==> src/logic/wdsup_pkg.sv <==
// Package of constants for the window watchdog supervisor.
package wdsup_pkg;
    localparam int unsigned CLK_HZ        = 100_000_000;
    // Reference oscillator rate at the reference resistor setting, in Hz.
    localparam int unsigned REF_OSC_HZ    = 100_000;
    localparam int unsigned OSC_MIN_HZ    = 50_000;
    localparam int unsigned OSC_MAX_HZ    = 250_000;
    // Accepted edge spacing at the reference setting, in microseconds.
    localparam int unsigned WIN_MIN_US    = 1773;
    localparam int unsigned WIN_MAX_US    = 6920;
    // Window bounds in oscillator ticks: least rounds up, longest rounds down.
    localparam int unsigned WIN_MIN_TICKS =
        (WIN_MIN_US * (REF_OSC_HZ / 1000) + 999) / 1000;
    localparam int unsigned WIN_MAX_TICKS =
        (WIN_MAX_US * (REF_OSC_HZ / 1000)) / 1000;
    // Power-on reset delay default, in microseconds, and its cycle count.
    localparam int unsigned POR_US        = 14000;
    localparam int unsigned POR_CYCLES    = POR_US * (CLK_HZ / 1_000_000);
    localparam int unsigned OSC_DIV_DEF   = CLK_HZ / REF_OSC_HZ;
    localparam logic        RST_OUT_Q     = 1'b0;
endpackage : wdsup_pkg

==> src/logic/wdsup_osc.sv <==
// Divider that makes the watchdog timebase tick enable.
module wdsup_osc #(
    parameter int unsigned DIV_W = 12
) (
    input  wire logic             mclk,
    input  wire logic             rst,
    input  wire logic [DIV_W-1:0] div_cycles,
    output logic                  tick
);
    logic [DIV_W-1:0] cnt_q;
    logic [DIV_W-1:0] cnt_d;
    logic             tick_d;

    // The counter needs at least two bits to divide at all.
    if (DIV_W < 2)
    begin : g_bad_width
        $error("wdsup_osc: DIV_W too small");
    end

    always_comb
    begin
        tick_d = 1'b0;
        cnt_d  = cnt_q + 1'b1;
        if (cnt_q + 1'b1 >= div_cycles)
        begin
            cnt_d  = '0;
            tick_d = 1'b1;
        end
    end

    always_ff @(posedge mclk)
    begin
        if (rst)
        begin
            cnt_q <= '0;
            tick  <= 1'b0;
        end
        else
        begin
            cnt_q <= cnt_d;
            tick  <= tick_d;
        end
    end
endmodule // wdsup_osc

==> src/logic/wdsup_top.sv <==
// Window watchdog with open-drain supervisory outputs.
// Summary of operation
// - Accept edge spacing 1.773 to 6.920 ms
// - Oscillator 50 to 250 kHz scales window
// - Enable pin defaults high when open
// - Enable low keeps watchdog reset high
// - Watchdog reset falls on bad timing
// - Open-drain outputs low on fault
// - Outputs wire-OR into one fault line
// - Power-on reset delay is configurable
module wdsup_top #(
    parameter int unsigned POR_CYCLES = wdsup_pkg::POR_CYCLES,
    parameter int unsigned TICK_W     = 12
) (
    input  wire logic        mclk,
    input  wire logic        rst,
    input  wire logic        wd_clk_in,
    input  wire logic        watchdog_enable_pin,
    input  wire logic [11:0] watchdog_freq_set_pin,
    input  wire logic        buck_ok,
    input  wire logic        ldo_ok,
    output logic             watchdog_reset_out,
    output logic             watchdog_reset_out_oe,
    output logic             buck_power_good_out,
    output logic             buck_power_good_out_oe,
    output logic             ldo_power_good_out,
    output logic             ldo_power_good_out_oe,
    output logic             ldo_reset_out,
    output logic             ldo_reset_out_oe,
    output logic             fault_line
);
    localparam int unsigned DIV_MIN = wdsup_pkg::CLK_HZ /
                                      wdsup_pkg::OSC_MAX_HZ;
    localparam int unsigned DIV_MAX = wdsup_pkg::CLK_HZ /
                                      wdsup_pkg::OSC_MIN_HZ;
    localparam logic [TICK_W-1:0] T_MIN = TICK_W'(wdsup_pkg::WIN_MIN_TICKS);
    localparam logic [TICK_W-1:0] T_MAX = TICK_W'(wdsup_pkg::WIN_MAX_TICKS);

    // The window bounds need ten bits and the delay must be nonzero.
    if (TICK_W < 10 || POR_CYCLES < 1)
    begin : g_bad_param
        $error("wdsup_top: unsupported parameters");
    end

    logic [2:0]        clk_s_q;
    logic [2:0]        clk_s_d;
    logic [1:0]        en_s_q;
    logic [1:0]        en_s_d;
    logic [1:0]        bk_s_q;
    logic [1:0]        bk_s_d;
    logic [1:0]        lo_s_q;
    logic [1:0]        lo_s_d;
    logic [11:0]       div_q;
    logic [11:0]       div_d;
    logic [11:0]       fs_a_q;
    logic [11:0]       fs_a_d;
    logic [11:0]       fs_b_q;
    logic [11:0]       fs_b_d;
    logic              tick;
    logic [31:0]       por_q;
    logic [31:0]       por_d;
    logic              por_done;
    logic [TICK_W-1:0] tcnt_q;
    logic [TICK_W-1:0] tcnt_d;
    logic              armed_q;
    logic              armed_d;
    logic              wdf_q;
    logic              wdf_d;
    logic              edge_seen;
    logic              wd_en;

    // The frequency select is clamped into the legal oscillator range.
    always_comb
    begin
        clk_s_d = {clk_s_q[1:0], wd_clk_in};
        en_s_d  = {en_s_q[0], watchdog_enable_pin};
        bk_s_d  = {bk_s_q[0], buck_ok};
        lo_s_d  = {lo_s_q[0], ldo_ok};
        por_d   = por_done ? por_q : por_q + 32'h1;
        // The resistor setting is a pin: two flip-flops come before the clamp.
        fs_a_d  = watchdog_freq_set_pin;
        fs_b_d  = fs_a_q;
        if (fs_b_q < 12'(DIV_MIN))
            div_d = 12'(DIV_MIN);
        else if (fs_b_q > 12'(DIV_MAX))
            div_d = 12'(DIV_MAX);
        else
            div_d = fs_b_q;
    end

    // The reset delay counter holds once the delay has run out.
    assign por_done  = (por_q >= POR_CYCLES);
    assign edge_seen = clk_s_q[2] ^ clk_s_q[1];
    assign wd_en     = en_s_q[1];

    wdsup_osc #(
        .DIV_W      (12)
    ) u_osc (
        .mclk       (mclk),
        .rst        (rst),
        .div_cycles (div_q),
        .tick       (tick)
    );

    // Window check counts oscillator ticks between successive edges.
    always_comb
    begin
        tcnt_d  = tcnt_q;
        armed_d = armed_q;
        wdf_d   = wdf_q;
        if (!wd_en || !por_done)
        begin
            tcnt_d  = '0;
            armed_d = 1'b0;
            wdf_d   = 1'b0;
        end
        else if (!wdf_q)
        begin
            // An edge in the same cycle as a tick wins; that tick is lost.
            if (edge_seen)
            begin
                if (armed_q && tcnt_q < T_MIN)
                    wdf_d = 1'b1;
                tcnt_d  = '0;
                armed_d = 1'b1;
            end
            else if (tick)
            begin
                if (tcnt_q >= T_MAX)
                    wdf_d = 1'b1;
                else
                    tcnt_d = tcnt_q + 1'b1;
            end
        end
    end

    always_ff @(posedge mclk)
    begin
        if (rst)
        begin
            clk_s_q <= 3'h0;
            en_s_q  <= 2'h3;
            bk_s_q  <= 2'h0;
            lo_s_q  <= 2'h0;
            por_q   <= 32'h0;
            tcnt_q  <= '0;
            armed_q <= 1'b0;
            wdf_q   <= 1'b0;
            fs_a_q  <= 12'(wdsup_pkg::OSC_DIV_DEF);
            fs_b_q  <= 12'(wdsup_pkg::OSC_DIV_DEF);
            div_q   <= 12'(wdsup_pkg::OSC_DIV_DEF);
        end
        else
        begin
            clk_s_q <= clk_s_d;
            en_s_q  <= en_s_d;
            bk_s_q  <= bk_s_d;
            lo_s_q  <= lo_s_d;
            por_q   <= por_d;
            tcnt_q  <= tcnt_d;
            armed_q <= armed_d;
            wdf_q   <= wdf_d;
            fs_a_q  <= fs_a_d;
            fs_b_q  <= fs_b_d;
            div_q   <= div_d;
        end
    end

    // Open drain: output data is always low, enable pulls the pin down.
    assign watchdog_reset_out     = wdsup_pkg::RST_OUT_Q;
    assign buck_power_good_out    = wdsup_pkg::RST_OUT_Q;
    assign ldo_power_good_out     = wdsup_pkg::RST_OUT_Q;
    assign ldo_reset_out          = wdsup_pkg::RST_OUT_Q;
    assign watchdog_reset_out_oe  = wdf_q;
    assign buck_power_good_out_oe = !bk_s_q[1];
    assign ldo_power_good_out_oe  = !lo_s_q[1];
    assign ldo_reset_out_oe       = !por_done || !lo_s_q[1];
    assign fault_line = watchdog_reset_out_oe | buck_power_good_out_oe |
                        ldo_power_good_out_oe | ldo_reset_out_oe;

    // Checks on the window timer and the supervisory outputs.
    dis_hold_a: assert property (@(posedge mclk) disable iff (rst)
        !en_s_q[1] |=> !watchdog_reset_out_oe)
        else $error("watchdog reset asserted while disabled");
    dis_count_a: assert property (@(posedge mclk) disable iff (rst)
        !wd_en |=> tcnt_q == '0 && !armed_q)
        else $error("window timer runs while disabled");
    late_fault_a: assert property (@(posedge mclk) disable iff (rst)
        (wd_en && por_done && !wdf_q && tick && !edge_seen
         && tcnt_q >= T_MAX) |=> wdf_q)
        else $error("late edge not flagged");
    early_fault_a: assert property (@(posedge mclk) disable iff (rst)
        (wd_en && por_done && !wdf_q && edge_seen && armed_q
         && tcnt_q < T_MIN) |=> wdf_q)
        else $error("early edge not flagged");
    first_edge_a: assert property (@(posedge mclk) disable iff (rst)
        (wd_en && por_done && !wdf_q && edge_seen && !armed_q)
        |=> !wdf_q && armed_q)
        else $error("first edge wrongly flagged");
    good_edge_a: assert property (@(posedge mclk) disable iff (rst)
        (wd_en && por_done && !wdf_q && edge_seen && tcnt_q >= T_MIN)
        |=> !wdf_q && tcnt_q == '0)
        else $error("in-window edge wrongly flagged");
    fault_sticky_a: assert property (@(posedge mclk) disable iff (rst)
        (wdf_q && wd_en && por_done) |=> wdf_q)
        else $error("watchdog fault released early");
    wired_or_a: assert property (@(posedge mclk) disable iff (rst)
        !ldo_ok ##1 !ldo_ok ##1 !ldo_ok |-> fault_line)
        else $error("fault line not low on rail fault");
    por_hold_a: assert property (@(posedge mclk) disable iff (rst)
        !por_done |-> ldo_reset_out_oe && !watchdog_reset_out_oe)
        else $error("reset delay not held");
    div_range_a: assert property (@(posedge mclk) disable iff (rst)
        !$past(rst) |-> div_q >= 12'(DIV_MIN) && div_q <= 12'(DIV_MAX))
        else $error("oscillator divider out of range");
    tick_pulse_a: assert property (@(posedge mclk) disable iff (rst)
        tick |=> !tick)
        else $error("oscillator tick longer than one cycle");
    pg_follow_a: assert property (@(posedge mclk) disable iff (rst)
        !buck_ok ##1 !buck_ok ##1 !buck_ok |-> buck_power_good_out_oe)
        else $error("buck power good not pulled low");
endmodule // wdsup_top

==> config.mk <==
export PLATFORM = sky130hd
export DESIGN_NAME = wdsup_top
export DESIGN_NICKNAME = d
export VERILOG_FILES = /design/src/logic/wdsup_pkg.sv /design/src/logic/wdsup_osc.sv /design/src/logic/wdsup_top.sv
export SDC_FILE = /design/constraint.sdc
export NUM_CORES = 1
export LEC_CHECK = 0
export BUFFER_PORTS_ARGS = -buffer_cell sky130_fd_sc_hd__buf_2
export CAP_MARGIN = 20
export CORE_UTILIZATION = 45
export DETAILED_ROUTE_END_ITERATION = 7
export HOLD_SLACK_MARGIN = 0.02
export PLACE_DENSITY = 0.64
export RECOVER_POWER = 50
export SYNTH_ARGS = -nofsm -noshare
export SYNTH_HDL_FRONTEND = slang
export SYNTH_HIERARCHICAL = 1
export SYNTH_SLANG_ARGS = --single-unit
==> constraint.sdc <==
create_clock -name mclk -period 3.1 [get_ports mclk]
set_clock_uncertainty 0.15 [all_clocks]
set_input_delay 0.775 -clock mclk [delete_from_list [all_inputs] [get_ports mclk]]
set_output_delay 0.775 -clock mclk [all_outputs]
set_load 0.01 [all_outputs]
==> results.yml, run 1 <==
status:
  status: "finished clean"
pwr:
  ir_drop_mv: 0.273
  p_int_mw: 1.81
  clockPowerShare: 0.378
  pwr-share-comb: 0.046
  p_switching_uw: 587
  p_leak_nw: 1.89
  pwr-share-seq: 0.577
  swShare: 0.245
  powerDensity_nw_per_um2: 500
die:
  die_area_um2: 10100
  rows: 35
  core_area_um2: 9330
  die_y_um: 101
  ioPinCount: 27
  initial_utilization: 0.468
  dieWidth_um: 101
timing:
  rsz0062_at_grt: "false"
  setup_viol: 0
  holdWs_ns: 0.269
  max_freq_mhz: 349
  drv_slew: 0
  finalSetupTns_ns: 0
  layout_worst_path_cycle_share: 0.923
  tightest_slew_ns: 1.10
  min_period_ns: 2.86
  finalHoldViolCount: 0
  relSlewSlack: 0.269
synthesis:
  ys_types: 60
  ys_seq_area_frac: 0.477
  ys_seq_elements: 104
  synthesis.area_um2: 4370
  syn_inst: 463
  avgSynthCellArea_um2: 9.44
  synth_flop_cell: "dfxtp_1"
  synth-async-reset-ratio: 0
  synth_edf_count: 0
  ys_warn_count: 6
layout:
  area_delta_synth_final_pct: 9.88
  mostFrequentLayoutCells: "104 x dfxtp_1, 38 x nor2b_1, 35 x nor2_1"
  drive_above_1_share: 0.132
  fill_cells: 834
  final_common_cell: "dfxtp_1"
  nets: 515
  multi_input_area_um2: 2120
  diodes: 0
  seqCellArea_um2: 2080
critical_path:
  worstPathArrival_ns: 1.94
  crit_type: "reg -> out"
  rr_worst_depth: 8
  start_kind: "flip-flop"
  path_max_fanout: 6
  setup.worst_path.end_class: "output port"
  cp_data_required_time_ns: 2.17
global_route:
  grt_pass1_wl_um: 12900
  grt_pass1_vias: 2845
  antenna_found_initial: 0
  grt-ovfl-total: 0
  globalRouteTotalUtil: 0.158
  grt_max_degree: 63
place:
  place_hpwl_um: 5070
  io_buffers: 22
  gp_congestion: 0.800
clock_tree:
  root_buffer: "clkbuf_8"
  post_cts_buffers: 0
  cts_tree: "yes"
  clock_sinks: 104
  worstSkewPairLatency_ns: 0.36
  clk_pin_slew_ns: 0.11
  htreeDepth: 3
  clockBufferDepth: 2
  cts_made_buffers: 9
detailed_routing:
  detailroute.via_count: 3149
  wl_per_cell_um: 12.2
  wirelength_um: 7510
  first_pass_iters: 5
  drcViolationCount: 0
  drt-initial-drc-count: 105
  drt-vias-per-instance: 5.12
  postRouteAntennaNets: 0
worst_hold_path:
  hold_path_depth: 1
  hold_path.class: "reg -> reg"
flow_run:
  drv_cap: 0
sequential cells by signal (all words and copies together) (netlist names):
name	flops
armed_q	1
bk_s_q	2
clk_s_q	3
div_q	12
en_s_q	2
fs_a_q	12
fs_b_q	12
lo_s_q	2
por_q	32
tcnt_q	12
u_osc/cnt_q	12
u_osc/tick	1
watchdog_reset_out_oe	1
kinds of logic (layout without fill, tap and decap cells):
logic type / Yosys count / after routing / share of synthesized area
AND/OR/NAND/NOR: 204 / 204 / 0.273
flip-flops: 104 / 104 / 0.477
AO/OA/AOI/OAI: 68 / 68 / 0.106
buffers and inverters: 46 / 65 / 0.0435
adder cells (fa/ha/maj): 16 / 16 / 0.0458
XOR/XNOR: 15 / 15 / 0.0301
multiplexers: 9 / 9 / 0.0238
other: 1 / 5 / 0.000858
critical path: stages, from the launching register on:
cell     delay (ns)
dfxtp_1        0.42
nand2_1        0.09
nor4b_2        0.37
a21o_1         0.20
nand2_1        0.07
or3_1          0.29
buf_2          0.14
synth_stat cells, drive strengths merged, types with 2 or more instances:
cell / number / share of area
ha: 16 / 0.046
o2111ai: 2 / 0.0040
nand3b: 3 / 0.0052
mux2: 8 / 0.021
a211oi: 2 / 0.0034
nor2: 35 / 0.030
nand3: 17 / 0.021
buf: 9 / 0.012
o31ai: 4 / 0.0069
xor2: 8 / 0.016
a41oi: 2 / 0.0040
nor4: 10 / 0.018
a31oi: 6 / 0.0086
nand2b: 5 / 0.0072
or3: 7 / 0.010
or4: 6 / 0.010
or2: 14 / 0.020
and3: 3 / 0.0046
xnor2: 7 / 0.014
o211a: 2 / 0.0046
and4: 2 / 0.0040
nor3b: 12 / 0.022
a311oi: 2 / 0.0040
nand2: 18 / 0.015
dfxtp: 104 / 0.48
nand4b: 5 / 0.010
nor2b: 38 / 0.054
o211ai: 2 / 0.0034
nor3: 16 / 0.018
a21o: 4 / 0.0069
and2: 3 / 0.0043
o21ai: 9 / 0.010
inv: 24 / 0.021
nand4: 8 / 0.015
clkbuf: 13 / 0.011
a21oi: 24 / 0.027
power by group through the flow:
stage | clock network [mW] | logic [mW] | registers, mW
floorplan | 0 | 0.0845 | 1.41
global placement | 0 | 0.109 | 1.41
detailed placement | 0 | 0.113 | 1.42
CTS | 0.940 | 0.113 | 1.38
global route | 0.991 | 0.126 | 1.39
finish | 0.907 | 0.109 | 1.38
final cells by class:
| class | instances | share of cell area |
|---|---|---|
| well taps | 129 | 0.0336 |
| clock buffers | 9 | 0.0258 |
| repair buffers | 25 | 0.0261 |
| multi-input cells | 317 | 0.441 |
| clock inverters | 7 | 0.0208 |
| inverters | 24 | 0.0188 |
| flip-flops and latches | 104 | 0.434 |
final timing paths:
kind / to / startpoint / slack, ns
min: fs_b_q[6] / fs_a_q[6] / 0.27
max reg2reg: u_osc/cnt_q[10] / u_osc/cnt_q[2] / 0.35
min reg2reg: fs_b_q[6] / fs_a_q[6] / 0.27
max: fault_line / por_q[16] / 0.24
routing by layer:
| metal | GRT usage | wire, µm |
|---|---|---|
| met5 | 0 | 0 |
| met4 | 0.0502 | 60 |
| met3 | 0.0354 | 156 |
| met2 | 0.249 | 3320 |
| met1 | 0.215 | 3970 |
stage by stage:
step / cells / setup slack, ns / instance area (µm²) / util / total power [mW]
after detailed placement: 599 / 0.402 / 4590 / 0.492 / 1.53
after global placement: 599 / 0.448 / 4590 / 0.492 / 1.52
final: 615 / 0.238 / 4800 / 0.515 / 2.40
after global routing: 615 / 0.0909 / 4800 / 0.515 / 2.51
after floorplan: 467 / 0.214 / 4380 / - / 1.50
after CTS: 615 / 0.0508 / 4810 / 0.516 / 2.44
timing repair:
action / CTS / global route
endpoints found under the hold margin: 0 / 0
gates resized for setup: 0 / 1
setup endpoints to repair: 0 / 1
hold buffers: 0 / 0
No activity file was read; power rests on OpenSTA's default activity.
==> inputs of run 2 (changes only) <==
--- a/config.mk
+++ b/config.mk
@@ -6,12 +6,11 @@
 export NUM_CORES = 1
 export LEC_CHECK = 0
 export BUFFER_PORTS_ARGS = -buffer_cell sky130_fd_sc_hd__buf_2
-export CAP_MARGIN = 20
 export CORE_UTILIZATION = 45
 export DETAILED_ROUTE_END_ITERATION = 7
 export HOLD_SLACK_MARGIN = 0.02
 export PLACE_DENSITY = 0.64
-export RECOVER_POWER = 50
+export RECOVER_POWER = 25
 export SYNTH_ARGS = -nofsm -noshare
 export SYNTH_HDL_FRONTEND = slang
 export SYNTH_HIERARCHICAL = 1
==> run 2 against run 1 <==
  * First-iteration DRC count increased by 0.95%
  * Die area unchanged
  * Clock-buffer cell count unchanged
  * Design area about the same
  * Cell count unchanged
  * Core utilization about the same
  * Clock power about the same
  * Hold slack unchanged
  * Worst setup slack about the same
  * Register-to-register slack about the same
  * Critical path depth unchanged
  * Maximum frequency about the same
==> results.yml, run 2 (synthesis results as in run 1) <==
detailed_routing:
  drt-vias-per-instance: 5.12
  met1_length_um: 3970
  drcViolationCount: 0
  wl_per_cell_um: 12.2
  route.met3.wl_um: 153
  detailroute.via_count: 3148
  first_pass_iters: 5
  wirelength_um: 7510
  route.met2.wl_um: 3320
  drt-initial-drc-count: 106
  postRouteAntennaNets: 0
  top_layer_used: "met4"
timing:
  max_freq_mhz: 349
  finalSetupTns_ns: 0
  tightest_slew_ns: 1.10
  layout_worst_path_cycle_share: 0.923
  holdWs_ns: 0.269
  min_period_ns: 2.86
  relSlewSlack: 0.269
  finalHoldViolCount: 0
  setup_viol: 0
  rsz0062_at_grt: "false"
  drv_slew: 0
place:
  place_hpwl_um: 5070
  io_buffers: 22
  dpl.cell_count: 599
  gp_congestion: 0.800
critical_path:
  setup.worst_path.end_class: "output port"
  cp_slowest_cell: "dfxtp_1"
  crit_type: "reg -> out"
  cp_cell_sequence: "nand2_1 -> nor4b_2 -> a21o_1 -> nand2_1 -> or3_1 -> buf_2"
  worstPathArrival_ns: 1.94
  cp_data_required_time_ns: 2.17
  slowest_delay_ns: 0.42
  critPathTopFamily: "simple AND/OR/NAND/NOR gates"
  path_max_fanout: 6
  critical_path.most_common_cell: "nand2_1"
  path_buf_inv: 1
  start_kind: "flip-flop"
layout:
  fill_cells: 831
  mostFrequentLayoutCells: "104 x dfxtp_1, 38 x nor2b_1, 35 x nor2_1"
  fin_cells: 615
  area_delta_synth_final_pct: 9.97
  nets: 515
  final_common_cell: "dfxtp_1"
  diodes: 0
  seqCellArea_um2: 2080
  multi_input_area_um2: 2120
  regMostFlops: "por_q"
  drive_above_1_share: 0.138
  largest_reg_flops: 32
die:
  dieWidth_um: 101
  rows: 35
  initial_utilization: 0.468
  ioPinCount: 27
  die_area_um2: 10100
  die_y_um: 101
  core_area_um2: 9330
clock_tree:
  clk_pin_slew_ns: 0.11
  worstSkewPairLatency_ns: 0.36
  cts_made_buffers: 9
  root_buffer: "clkbuf_8"
  clockBufferDepth: 2
  htreeDepth: 3
  post_cts_buffers: 0
  clock_sinks: 104
  cts_tree: "yes"
global_route:
  globalRouteTotalUtil: 0.158
  grt_max_degree: 63
  grt_pass1_vias: 2845
  grt_pass1_wl_um: 12900
  antenna_found_initial: 0
  grt-ovfl-total: 0
pwr:
  ir_drop_mv: 0.273
  p_leak_nw: 1.90
  powerDensity_nw_per_um2: 500
  p_total_mw: 2.40
worst_hold_path:
  hold_path.class: "reg -> reg"
flow_run:
  drv_cap: 0
status:
  status: "finished clean"
[run 2: report_power, final]
| part | internal [mW] | total [mW] | switching, mW | leakage, nW |
|---|---|---|---|---|
| clock | 0.398 | 0.907 | 0.508 | 0.111 |
| sequential | 1.37 | 1.38 | 0.0166 | 0.848 |
| combinational | 0.0470 | 0.110 | 0.0626 | 0.942 |
| total | 1.81 | 2.40 | 0.587 | 1.90 |
[run 2: per-stage QoR]
step           cell area, µm²  setup WS [ns]  utilization
6_report                 4800          0.238        0.515
5_1_grt                  4800         0.0909        0.515
4_1_cts                  4810         0.0508        0.516
3_5_place_dp             4590          0.402        0.492
3_3_place_gp             4590          0.448        0.492
2_1_floorplan            4380          0.214            -
[run 2: worst reg2reg max path: stages, from the launching register on]
cell and delay [ns]:
dfxtp_1 0.47, nand4_4 0.18, nor4_4 0.32, xor2_1 0.14, ha_1 0.36, nand4_1 0.10
nor3_1 0.32, a221o_1 0.49, nor3b_1 0.10
[run 2: area by class of cell]
cell class                 count  share of cell area
clock buffer                   9              0.0258
inverter                      24              0.0187
multi-input combinational    317               0.441
sequential                   104               0.433
clock inverter                 7              0.0208
tap                          129              0.0336
timing repair buffer          25              0.0268
[run 2: final timing paths]
check | slack (ns) | start | end | cells past startpoint
max reg2reg | 0.35 | u_osc/cnt_q[2] | u_osc/cnt_q[10] | 8
min reg2reg | 0.27 | fs_a_q[6] | fs_b_q[6] | 1
max | 0.24 | por_q[16] | fault_line | 6
min | 0.27 | fs_a_q[6] | fs_b_q[6] | 1
[run 2: what timing repair did]
action	CTS	global route
gates resized for setup	0	1
hold buffers	0	0
endpoints found under the setup margin	0	1
[run 2: metal layers]
layer,up-vias,GRT usage
met5,-,0
met4,0,0.0502
met3,5,0.0354
met2,23,0.249
met1,1458,0.215
li1,1662,-
